--- config.mk ---
export PLATFORM = sky130hd
export DESIGN_NAME = gmcc_ctrl
export DESIGN_NICKNAME = d
export VERILOG_FILES = /design/src/rtl/gmcc_pkg.sv /design/src/rtl/gmcc_ctrl.sv
export SDC_FILE = /design/constraint.sdc
export NUM_CORES = 1
export LEC_CHECK = 0
export BUFFER_PORTS_ARGS = -buffer_cell sky130_fd_sc_hd__buf_4
export CAP_MARGIN = 20
export CELL_PAD_IN_SITES_DETAIL_PLACEMENT = 1
export CELL_PAD_IN_SITES_GLOBAL_PLACEMENT = 2
export CORE_MARGIN = 1.5
export CORE_UTILIZATION = 35
export CTS_CLUSTER_DIAMETER = 80
export DETAILED_ROUTE_END_ITERATION = 8
export PLACE_DENSITY = 0.94
export RECOVER_POWER = 25
export SYNTH_ARGS = -nofsm -noshare
export SYNTH_HDL_FRONTEND = slang
export SYNTH_SLANG_ARGS = --single-unit
--- constraint.sdc ---
create_clock -name clk_i -period 5.3 [get_ports clk_i]
set_input_delay 1.325 -clock clk_i [delete_from_list [all_inputs] [get_ports clk_i]]
set_output_delay 1.325 -clock clk_i [all_outputs]
set_load 0.01 [all_outputs]
--- src/rtl/gmcc_pkg.sv ---
package gmcc_pkg;

	// operating modes
	typedef enum logic [1:0] {
		GMCC_INIT,
		GMCC_NORMAL,
		GMCC_SVC_PEND,
		GMCC_SERVICE
	} gmcc_mode_t;

	// kind of datagram handed to the framer
	typedef enum logic [2:0] {
		GMCC_DG_MEAS,
		GMCC_DG_PARTNO,
		GMCC_DG_SERIAL,
		GMCC_DG_CONFIG,
		GMCC_DG_EXTERR,
		GMCC_DG_INFO
	} gmcc_kind_t;

	// self-diagnostic fault conditions, one bit each
	typedef struct packed {
		logic supply;
		logic flash;
		logic ram;
		logic temp;
		logic overload;
		logic gyro_err;
		logic reference;
		logic spare;
	} gmcc_fault_t;

	// latency field, most significant byte sent first, 1 us per step
	typedef struct packed {
		logic [7:0] msb;
		logic [7:0] lsb;
	} gmcc_latency_t;

	// command characters
	localparam logic [7:0] GMCC_CR = 8'h0d;
	localparam int GMCC_BUF_LEN = 11;
	localparam logic [3:0] GMCC_CNT_OVF = 4'hc;
	localparam logic [87:0] GMCC_STR_SVC = 88'h53_45_52_56_49_43_45_4d_4f_44_45;
	localparam logic [3:0] GMCC_LEN_SVC = 4'hb;
	localparam logic [7:0] GMCC_CH_PART = 8'h4e;
	localparam logic [7:0] GMCC_CH_SERIAL = 8'h49;
	localparam logic [7:0] GMCC_CH_CONFIG = 8'h43;
	localparam logic [7:0] GMCC_CH_EXTERR = 8'h45;
	localparam logic [7:0] GMCC_CH_RESET = 8'h52;

	// register byte offsets
	localparam logic [7:0] GMCC_OFS_CTRL = 8'h00;
	localparam logic [7:0] GMCC_OFS_STATUS = 8'h04;
	localparam logic [7:0] GMCC_OFS_LASTERR = 8'h08;
	localparam logic [7:0] GMCC_OFS_ERRACC = 8'h0c;
	localparam logic [7:0] GMCC_OFS_LATENCY = 8'h10;

	// control register fields
	localparam int GMCC_CTRL_INCR = 0;
	localparam int GMCC_CTRL_EXIT = 1;
	localparam int GMCC_CTRL_EXIT_INIT = 2;

	// reset values
	localparam logic [15:0] GMCC_LATENCY_RST = 16'h0000;

endpackage

--- src/rtl/gmcc_ctrl.sv ---
// Summary of operation
// - latency field is unsigned 16 bits, msb first, one microsecond per step
// - entering service mode sends the full configuration and identification listing
// - sampling and filtering keep running while in service mode
// - no measurement datagrams in service mode; those samples are discarded
// - external reset in service mode goes to init and reloads flash configuration
// - exit command carries a target: init mode or normal mode
// - exit to normal keeps modified configuration; reset later restores flash values
// - references, gyros, temperatures, memories and supply are checked continuously
// - any detected fault sets its matching bit in the status byte
// - status flags follow the current condition and are not latched
// - the last error seen in normal mode is kept for service mode
// - six normal commands: part, serial, config, error datagram, reset, maintenance entry
// - commands end with carriage return and execute only on it
// - no echo and no error messages in normal mode
// - only complete, correctly spelled commands act; anything else is ignored
// - with incremental angle, increment during a special datagram is dropped
// - part, serial or config datagram replaces next measurement datagram
// - error datagram reports all faults accumulated since the last clear
// - accumulated errors clear once the error datagram is fully sent
// - error datagram replaces the next and possibly several measurement datagrams
// - maintenance entry waits for a datagram in flight to finish
`timescale 1ns/1ps
module gmcc_ctrl (
	// clock and reset
	input wire logic clk_i,
	input wire logic rst_i,
	// wishbone slave
	input wire logic [7:0] wb_adr_i,
	input wire logic [31:0] wb_dat_i,
	input wire logic [3:0] wb_sel_i,
	input wire logic wb_we_i,
	input wire logic wb_cyc_i,
	input wire logic wb_stb_i,
	output logic wb_ack_o,
	output logic [31:0] wb_dat_o,
	// received command bytes from the uart
	input wire logic rx_valid_i,
	input wire logic [7:0] rx_data_i,
	// external reset pin
	input wire logic ext_reset_i,
	// self-diagnostics
	input wire gmcc_pkg::gmcc_fault_t fault_i,
	// datagram framer
	input wire logic slot_i,
	input wire logic tx_busy_i,
	input wire logic tx_done_i,
	output logic dg_start_o,
	output gmcc_pkg::gmcc_kind_t dg_kind_o,
	output gmcc_pkg::gmcc_fault_t status_o,
	output gmcc_pkg::gmcc_fault_t err_acc_o,
	output gmcc_pkg::gmcc_latency_t latency_o,
	output logic drop_incr_o,
	// system control
	output gmcc_pkg::gmcc_mode_t mode_o,
	output logic sampling_en_o,
	output logic discard_o,
	output logic cfg_reload_o,
	output logic unit_reset_o
);

	typedef struct packed {
		gmcc_pkg::gmcc_mode_t mode;
		gmcc_pkg::gmcc_kind_t kind;
		logic [2:0] pend;
		logic pend_err;
		logic drop_pend;
		logic [10:0][7:0] buf_q;
		logic [3:0] cnt;
		logic sync1;
		logic sync2;
		logic sync3;
		gmcc_pkg::gmcc_fault_t status;
		gmcc_pkg::gmcc_fault_t last_err;
		gmcc_pkg::gmcc_fault_t err_acc;
		logic incr;
		gmcc_pkg::gmcc_latency_t latency;
		logic ack;
		logic [31:0] rdat;
		logic start;
		logic reload;
		logic ureset;
		logic drop;
	} gmcc_state_t;

	gmcc_state_t state_reg;
	gmcc_state_t state_next;

	// one-letter command check: exactly one byte buffered
	function automatic logic gmcc_is_char(input logic [10:0][7:0] b, input logic [3:0] n,
		input logic [7:0] c);
		gmcc_is_char = (n == 4'h1) && (b[0] == c);
	endfunction

	logic wb_req;
	logic wb_wr;
	logic ext_rise;
	logic is_cr;
	logic exit_req;
	logic [31:0] rd_mux;

	assign wb_req = wb_cyc_i && wb_stb_i && !state_reg.ack;
	// a write lands on the edge that sees ack high, while the master still holds it
	assign wb_wr = wb_cyc_i && wb_stb_i && wb_we_i && state_reg.ack;
	assign ext_rise = state_reg.sync2 && !state_reg.sync3;
	assign is_cr = rx_valid_i && (rx_data_i == gmcc_pkg::GMCC_CR);
	// exit command from the service parser arrives as a control write
	assign exit_req = wb_wr && wb_sel_i[0] && (wb_adr_i == gmcc_pkg::GMCC_OFS_CTRL)
		&& wb_dat_i[gmcc_pkg::GMCC_CTRL_EXIT];

	// read mux, unmapped offsets answer zero
	always_comb begin
		rd_mux = 32'h0000_0000;
		unique case (wb_adr_i)
			gmcc_pkg::GMCC_OFS_CTRL: rd_mux = {31'h0000_0000, state_reg.incr};
			gmcc_pkg::GMCC_OFS_STATUS: rd_mux = {22'h00_0000, state_reg.mode, state_reg.status};
			gmcc_pkg::GMCC_OFS_LASTERR: rd_mux = {24'h00_0000, state_reg.last_err};
			gmcc_pkg::GMCC_OFS_ERRACC: rd_mux = {24'h00_0000, state_reg.err_acc};
			gmcc_pkg::GMCC_OFS_LATENCY: rd_mux = {16'h0000, state_reg.latency};
			default: rd_mux = 32'h0000_0000;
		endcase
	end

	// next-state logic
	always_comb begin
		state_next = state_reg;
		state_next.start = 1'b0;
		state_next.reload = 1'b0;
		state_next.ureset = 1'b0;
		state_next.drop = 1'b0;

		// pin synchroniser and edge detect on the second stage only
		state_next.sync1 = ext_reset_i;
		state_next.sync2 = state_reg.sync1;
		state_next.sync3 = state_reg.sync2;

		// status is the live condition of this cycle, never held
		state_next.status = fault_i;
		// set wins over the clear at the end of an error datagram
		if (tx_done_i && (state_reg.kind == gmcc_pkg::GMCC_DG_EXTERR)) begin
			state_next.err_acc = fault_i;
		end else begin
			state_next.err_acc = state_reg.err_acc | fault_i;
		end
		if ((state_reg.mode == gmcc_pkg::GMCC_NORMAL) && (fault_i != 8'h00)) begin
			state_next.last_err = fault_i;
		end

		// bus slave, one wait state, ack for one cycle
		state_next.ack = wb_req;
		if (wb_req) begin
			state_next.rdat = rd_mux;
		end
		if (wb_wr && (wb_adr_i == gmcc_pkg::GMCC_OFS_CTRL) && wb_sel_i[0]) begin
			state_next.incr = wb_dat_i[gmcc_pkg::GMCC_CTRL_INCR];
		end
		if (wb_wr && (wb_adr_i == gmcc_pkg::GMCC_OFS_LATENCY)) begin
			if (wb_sel_i[1]) begin
				state_next.latency.msb = wb_dat_i[15:8];
			end
			if (wb_sel_i[0]) begin
				state_next.latency.lsb = wb_dat_i[7:0];
			end
		end

		// datagram slots in normal mode; placed ahead of command decode so that
		// a request arriving on the edge that serves an older one is not lost
		if (state_reg.mode == gmcc_pkg::GMCC_NORMAL && slot_i && !tx_busy_i) begin
			// a long error datagram keeps tx_busy_i high, so later slots are skipped
			state_next.start = 1'b1;
			if (state_reg.pend[0]) begin
				state_next.kind = gmcc_pkg::GMCC_DG_PARTNO;
				state_next.pend[0] = 1'b0;
				state_next.drop_pend = state_reg.incr;
			end else if (state_reg.pend[1]) begin
				state_next.kind = gmcc_pkg::GMCC_DG_SERIAL;
				state_next.pend[1] = 1'b0;
				state_next.drop_pend = state_reg.incr;
			end else if (state_reg.pend[2]) begin
				state_next.kind = gmcc_pkg::GMCC_DG_CONFIG;
				state_next.pend[2] = 1'b0;
				state_next.drop_pend = state_reg.incr;
			end else if (state_reg.pend_err) begin
				state_next.kind = gmcc_pkg::GMCC_DG_EXTERR;
				state_next.pend_err = 1'b0;
				state_next.drop_pend = state_reg.incr;
			end else begin
				state_next.kind = gmcc_pkg::GMCC_DG_MEAS;
				// increment built up during the special datagram is lost
				state_next.drop = state_reg.drop_pend;
				state_next.drop_pend = 1'b0;
			end
		end

		// command collection, normal mode only; nothing is ever echoed
		if (state_reg.mode == gmcc_pkg::GMCC_NORMAL && rx_valid_i) begin
			if (is_cr) begin
				state_next.cnt = 4'h0;
				state_next.buf_q = '0;
				// exact, upper-case spelling only; else silently dropped
				if (gmcc_is_char(state_reg.buf_q, state_reg.cnt, gmcc_pkg::GMCC_CH_PART)) begin
					state_next.pend[0] = 1'b1;
				end
				if (gmcc_is_char(state_reg.buf_q, state_reg.cnt, gmcc_pkg::GMCC_CH_SERIAL)) begin
					state_next.pend[1] = 1'b1;
				end
				if (gmcc_is_char(state_reg.buf_q, state_reg.cnt, gmcc_pkg::GMCC_CH_CONFIG)) begin
					state_next.pend[2] = 1'b1;
				end
				if (gmcc_is_char(state_reg.buf_q, state_reg.cnt, gmcc_pkg::GMCC_CH_EXTERR)) begin
					state_next.pend_err = 1'b1;
				end
				if (gmcc_is_char(state_reg.buf_q, state_reg.cnt, gmcc_pkg::GMCC_CH_RESET)) begin
					state_next.mode = gmcc_pkg::GMCC_INIT;
					state_next.ureset = 1'b1;
				end
				if ((state_reg.cnt == gmcc_pkg::GMCC_LEN_SVC)
					&& (state_reg.buf_q == gmcc_pkg::GMCC_STR_SVC)) begin
					state_next.mode = gmcc_pkg::GMCC_SVC_PEND;
				end
			end else if (state_reg.cnt != gmcc_pkg::GMCC_CNT_OVF) begin
				// shift in; an overlong line saturates and never matches
				state_next.buf_q = {state_reg.buf_q[9:0], rx_data_i};
				state_next.cnt = state_reg.cnt + 4'h1;
			end
		end

		// maintenance entry waits for the frame in flight; a start pulse counts
		// as in flight because the framer raises busy only a cycle later
		if (state_reg.mode == gmcc_pkg::GMCC_SVC_PEND && !tx_busy_i && !state_reg.start) begin
			state_next.mode = gmcc_pkg::GMCC_SERVICE;
			state_next.kind = gmcc_pkg::GMCC_DG_INFO;
			state_next.start = 1'b1;
			state_next.pend = 3'h0;
			state_next.pend_err = 1'b0;
		end

		// leaving service mode by command, target chosen by the caller
		if (state_reg.mode == gmcc_pkg::GMCC_SERVICE && exit_req) begin
			if (wb_dat_i[gmcc_pkg::GMCC_CTRL_EXIT_INIT]) begin
				state_next.mode = gmcc_pkg::GMCC_INIT;
			end else begin
				// no reload: modified settings stay in force until reset
				state_next.mode = gmcc_pkg::GMCC_NORMAL;
				state_next.kind = gmcc_pkg::GMCC_DG_MEAS;
			end
		end

		// init reloads flash for one cycle, then runs normally
		if (state_reg.mode == gmcc_pkg::GMCC_INIT) begin
			state_next.reload = 1'b1;
			state_next.mode = gmcc_pkg::GMCC_NORMAL;
			state_next.kind = gmcc_pkg::GMCC_DG_MEAS;
			state_next.cnt = 4'h0;
			state_next.buf_q = '0;
		end

		// external reset overrides any mode change, in any mode
		if (ext_rise) begin
			state_next.mode = gmcc_pkg::GMCC_INIT;
			state_next.pend = 3'h0;
			state_next.pend_err = 1'b0;
			state_next.drop_pend = 1'b0;
		end
	end

	// state register
	always_ff @(posedge clk_i) begin
		if (rst_i) begin
			state_reg <= '0;
			state_reg.mode <= gmcc_pkg::GMCC_INIT;
			state_reg.kind <= gmcc_pkg::GMCC_DG_MEAS;
			state_reg.latency <= gmcc_pkg::GMCC_LATENCY_RST;
		end else begin
			state_reg <= state_next;
		end
	end

	// outputs
	assign wb_ack_o = state_reg.ack;
	assign wb_dat_o = state_reg.rdat;
	assign dg_start_o = state_reg.start;
	assign dg_kind_o = state_reg.kind;
	assign status_o = state_reg.status;
	assign err_acc_o = state_reg.err_acc;
	assign latency_o = state_reg.latency;
	assign drop_incr_o = state_reg.drop;
	assign mode_o = state_reg.mode;
	// filters never stop; service mode only throws the samples away
	assign sampling_en_o = 1'b1;
	assign discard_o = (state_reg.mode == gmcc_pkg::GMCC_SERVICE)
		|| (state_reg.mode == gmcc_pkg::GMCC_SVC_PEND);
	assign cfg_reload_o = state_reg.reload;
	assign unit_reset_o = state_reg.ureset;

endmodule

After elaboration in Yosys (flattened, before gate mapping)
Index checks and enable logic that the tools add are counted.
{"block": "op_classes", "add_sub_neg": 1, "eq_ne": 18, "n_mux": 37, "n_bitwise": 4, "n_reduce_logical": 52}
{"operator": "$mux 92", "n": 2}
{"operator": "$eq 88x87->1 const B", "n": 1}
{"operator": "$pmux 16 s5", "n": 1}
{"operator": "$eq 8x7->1 const B", "n": 5}
{"operator": "$logic_and 1x1->1", "n": 26}
{"operator": "$eq 8x4->1 const B", "n": 3}
{"operator": "$mux 1", "n": 17}
{"operator": "$mux 8", "n": 2}
{"operator": "$mux 3", "n": 5}
{"operator": "$mux 4", "n": 3}
{"operator": "$reduce_bool 4->1", "n": 3}
{"operator": "$mux 2", "n": 5}
{"operator": "$mux 9", "n": 1}
{"operator": "$reduce_or 3->1", "n": 3}
{"operator": "$eq 8x3->1 const B", "n": 1}
{"operator": "$eq 8x5->1 const B", "n": 1}
{"operator": "$logic_not 8->1", "n": 1}
{"operator": "$or 8x8->8", "n": 1}
{"operator": "$reduce_bool 8->1", "n": 1}
{"operator": "$reduce_and 2->1", "n": 3}
{"operator": "$reduce_and 3->1", "n": 2}
{"operator": "$reduce_bool 3->1", "n": 2}
{"operator": "$reduce_or 6->1", "n": 1}
{"operator": "$mux 5", "n": 1}
{"operator": "other kinds (14)", "n": 21}
{"block": "word_totals", "register_bits": 183, "input_bits": 70, "output_inout_bits": 76, "wordCells": 166}

Depth between registers and ports, before layout
{"block": "logic_depth", "depth_word": 12, "mapped_depth": 10, "ltp_nobuf": 6}

Worst setup path after synthesis
OpenSTA, ideal clock, no wires.
{"block": "synth_timing", "path_kind": "in2reg", "start": "in rx_data_i[5]", "end": "reg state_reg (netlist bit mode_o[0])", "arrival_time_ns": 3.362, "slack_ns": 1.821, "path_stages": 6, "path_buffers": 1, "path_cell_list": "or4b_4 -> or4_1 -> buf_2 -> or4_4 -> and4_4 -> a32o_1"}
{"block": "synth_between", "elab_chain_cells": 4}
{"element": "start, declared", "line_no": "gmcc_ctrl.sv:39", "rtl": "input wire logic [7:0] rx_data_i,"}
{"element": "$eq 8x4->1", "line_no": "gmcc_ctrl.sv:106", "rtl": "assign is_cr = rx_valid_i && (rx_data_i == gmcc_pkg::GMCC_CR);"}
{"element": "$logic_and 1x1->1", "line_no": "gmcc_ctrl.sv:106"}
{"element": "$reduce_bool 4->1 (no source line)"}
{"element": "$reduce_and 3->1 (no source line)"}
{"element": "end signal, assigned", "line_no": "gmcc_ctrl.sv:275", "rtl": "state_reg <= state_next;"}
{"element": "end, declared", "line_no": "gmcc_ctrl.sv:86", "rtl": "gmcc_state_t state_reg;"}
Every way passes these cells.
A chain may end at the register's enable or synchronous reset.

Worst setup path in the final report
{"block": "layout_timing", "start": "in rst_i", "end": "reg state_reg[152] (netlist name)"}
{"block": "layout_between", "elab_chain_cells": 1}
{"element": "start, declared", "line_no": "gmcc_ctrl.sv:27", "rtl": "input wire logic rst_i,"}
{"element": "$reduce_or 2->1 (no source line)"}
Every way passes these cells.

==> summary.md <==
| Metric | Value |
|---|---|
| Status | complete, but fails checks |
| Failing checks | max-capacitance violations, max-slew violations |
| Core box area | 19000 um2 |
| Final setup fails | 0 |
| H-tree Lvls | 4 |
| Hold Buf Count CTS | 0 |
| Mapped cell area | 6840 um2 |
| CP Cell Sequence | clkbuf_1 -> or2_2 -> buf_4 -> nor2_1 |
| EDFF count, synth | 0 |
| Routed Antenna Nets | 0 |
| Final Hold Viols | 0 |
| Library cells used by synthesis | 46 |
| Post-Route WL | 17900 um |
| Number of global-route vias before repair | 5491 |
| Gr usage total | 17.9% |
| Die ar. | 20400 um2 |
| CP Launch Type | input pin |
| Final period util | 75.9% |
| Largest cells by area after synthesis | dfxtp_1 (49%), a22oi_1 (9.3%), buf_4 (7.7%) |
| Top cell type's share of synthesized area | 48.9% |
| Final HPWL DP | 11900 um |
| Via-to-Cell Ratio | 5.20 |
| Slowest CP cell | clkbuf_1 |
| Highest clock rate | 248 MHz |
| Most instantiated library cell after synthesis | dfxtp_1 |
| Row count | 50 |
| HP Class | flop to flop |
| Skew final | 0.00661 ns |
| Met2 routed wirelength | 8530 um |
| Critical Path End Type | flop |
| WP data arrival | 4.29 ns |
| Antenna Cells | 0 |
| Initial antenna violation count | 0 |
| Flip-flop count of the largest register after layout | 107 |
| P&R area growth vs syn | 14.2% |
| Postcts setup bufs | 0 |
| Hold slack | 0.446 ns |
| Dominant synthesized flop cell | dfxtp_1 |
| Synth top cells by count | dfxtp_1 (167), nor2_1 (128), a22oi_1 (85) |
| Slew Limit Fails | 56 |
| Max layer used | met4 |
| Leak pwr | 2.81 nW |
| DRT Pass-1 Iters | 5 |
| Unrepaired setup endpoints after global routing | false |
| Number of gates resized after CTS | 0 |
| TritonCTS sink count | 167 |
| Metal-1 WL | 8320 um |
| Fillers | 2258 |
| Largest net degree at the start of global routing | 91 |
| Mean routed wirelength per cell | 16.7 um |
| Synth area leader | dfxtp_1 |
| Syn Area/Cell | 8.90 um2 |
| CTS buffer count | 17 |
| Total power | 0.00263 W |
| Max transition margin | -63.3% |
| Minimum clock period | 4.02 ns |
| Crit path kind | input pin to flop |
| CTS Root Cell | clkbuf_16 |
| Initial DRC count | 312 |
| DR vias | 5579 |
| Die H | 143 um |
| Die W | 143 um |
| Clk_lat worst skew | 0.42 ns |
| CP max stage delay | 1.71 ns |
| I/O pins | 146 |
| Max cap viols | 1 |
| GR Overflow Total | 0 |
| CTS Buffer Depth | 2 |
| Port Buffers | 110 |
| Crit path required time | 5.56 ns |
| Post-synthesis sequential area ratio | 48.9% |
| Slew @ Worst Pin | 2.45 ns |
| Remaining DRCs | 0 |
| Sum Neg Setup Slack | 0 ns |
| Flops & latches, synth | 167 |
| Fin nets | 873 |
| Routed wl met3 | 909 um |
| PwrDens | 336 nW/um2 |
| Worst Path Max Fanout | 90 |
| Synthesis Warnings | 0 |
| GP Congestion | 0.729 |
| Global-route wire length before repair | 28800 um |
| Clock transition at path regs | 0.06 ns |
| Peak VDD IR | 0.000233 V |
| Layout cell share with drive strength beyond 1 | 14.9% |
| Post-Synthesis Cells | 769 |
| CTS tree | done |
| Starting Density | 36.1% |
| Ys async rst share | 0% |
==> cell type report <==
| cell class | count | area, um2 | share of cell area, % |
|---|---|---|---|
| Multi-Input combinational cell | 494 | 2830 | 36.2 |
| Inverter | 5 | 18.8 | 0.240 |
| Timing Repair Buffer | 115 | 752 | 9.63 |
| Tap cell | 260 | 325 | 4.16 |
| Clock inverter | 10 | 80.1 | 1.03 |
| Clock buffer | 21 | 460 | 5.89 |
| Sequential cell | 167 | 3340 | 42.8 |
==> cells in the final DEF (no fill, tap or decap), types with 4 or more instances in the layout <==
cell	count
a221oi_1	10
a21o_1	8
inv_1	5
nor2b_1	14
conb_1	17
nand4b_1	6
nor3_1	10
nand2_1	60
nor4bb_1	5
clkbuf_16	17
a21oi_1	36
buf_4	81
nor4_1	9
o21ai_0	13
clkinv_2	7
nor2_1	127
clkbuf_1	35
nand4_1	10
nor4b_1	6
a22oi_1	85
or4_1	4
mux2i_1	19
dfxtp_1	167
nand2b_1	4
nand3_1	17
==> final timing paths <==
path	startpoint	depth (start not counted)	end	slack, ns
hold / removal	state_next[79]$_SDFF_PP0_	1	state_next[78]$_SDFF_PP0_	0.45
setup / recovery	rst_i	4	state_reg[152]$_SDFFE_PP0P_	1.28
setup reg to reg	mode_o[0]$_SDFFE_PP0P_	7	state_reg[138]$_SDFFE_PP0P_	2.39
hold reg to reg	state_next[79]$_SDFF_PP0_	1	state_next[78]$_SDFF_PP0_	0.45
==> through the flow <==
stage / std cells / util (%) / cell area [um2] / setup slack, ns
after floorplan: 784 / - / 6900 / 1.82
after global placement: 1040 / 38.9 / 7370 / 1.21
after detailed placement: 1040 / 38.9 / 7370 / 1.17
final: 1072 / 41.2 / 7810 / 1.28
after global routing: 1072 / 41.2 / 7810 / 1.04
after CTS: 1071 / 41.8 / 7920 / 1.60
==> layer usage <==
metal | GRT usage (%) | up-vias
li1 | - | 2696
met1 | 23.3 | 2722
met2 | 30.2 | 148
met3 | 3.79 | 13
met4 | 4.45 | 0
met5 | 0 | -
==> logic make-up (layout without fill, tap and decap cells) <==
logic type      Yosys count  count (layout)  synth area share (%)
xor+xnor                  2               2                 0.256
buf+inv                 123             151                  10.7
other cells               2              17                 0.110
simple gates            293             293                  20.7
mux                      19              19                  2.78
flops                   167             167                  48.9
fa+ha+maj                 3               3                 0.549
compound gates          160             160                  16.0
==> power by group <==
group          leakage (nW)  switching [W]  internal (W)  total [W]
clock network         0.268       0.000488      0.000662    0.00115
logic                  1.18       0.000115     0.0000671   0.000182
registers              1.35      0.0000182       0.00128    0.00129
total                  2.81       0.000621       0.00201    0.00263
==> critical path, delay by kind of cell <==
family	cells	cell delay [ns]
AND/OR/NAND/NOR	2	0.47
buffers and inverters	2	2.40
Power figures use the tool's default switching activity.
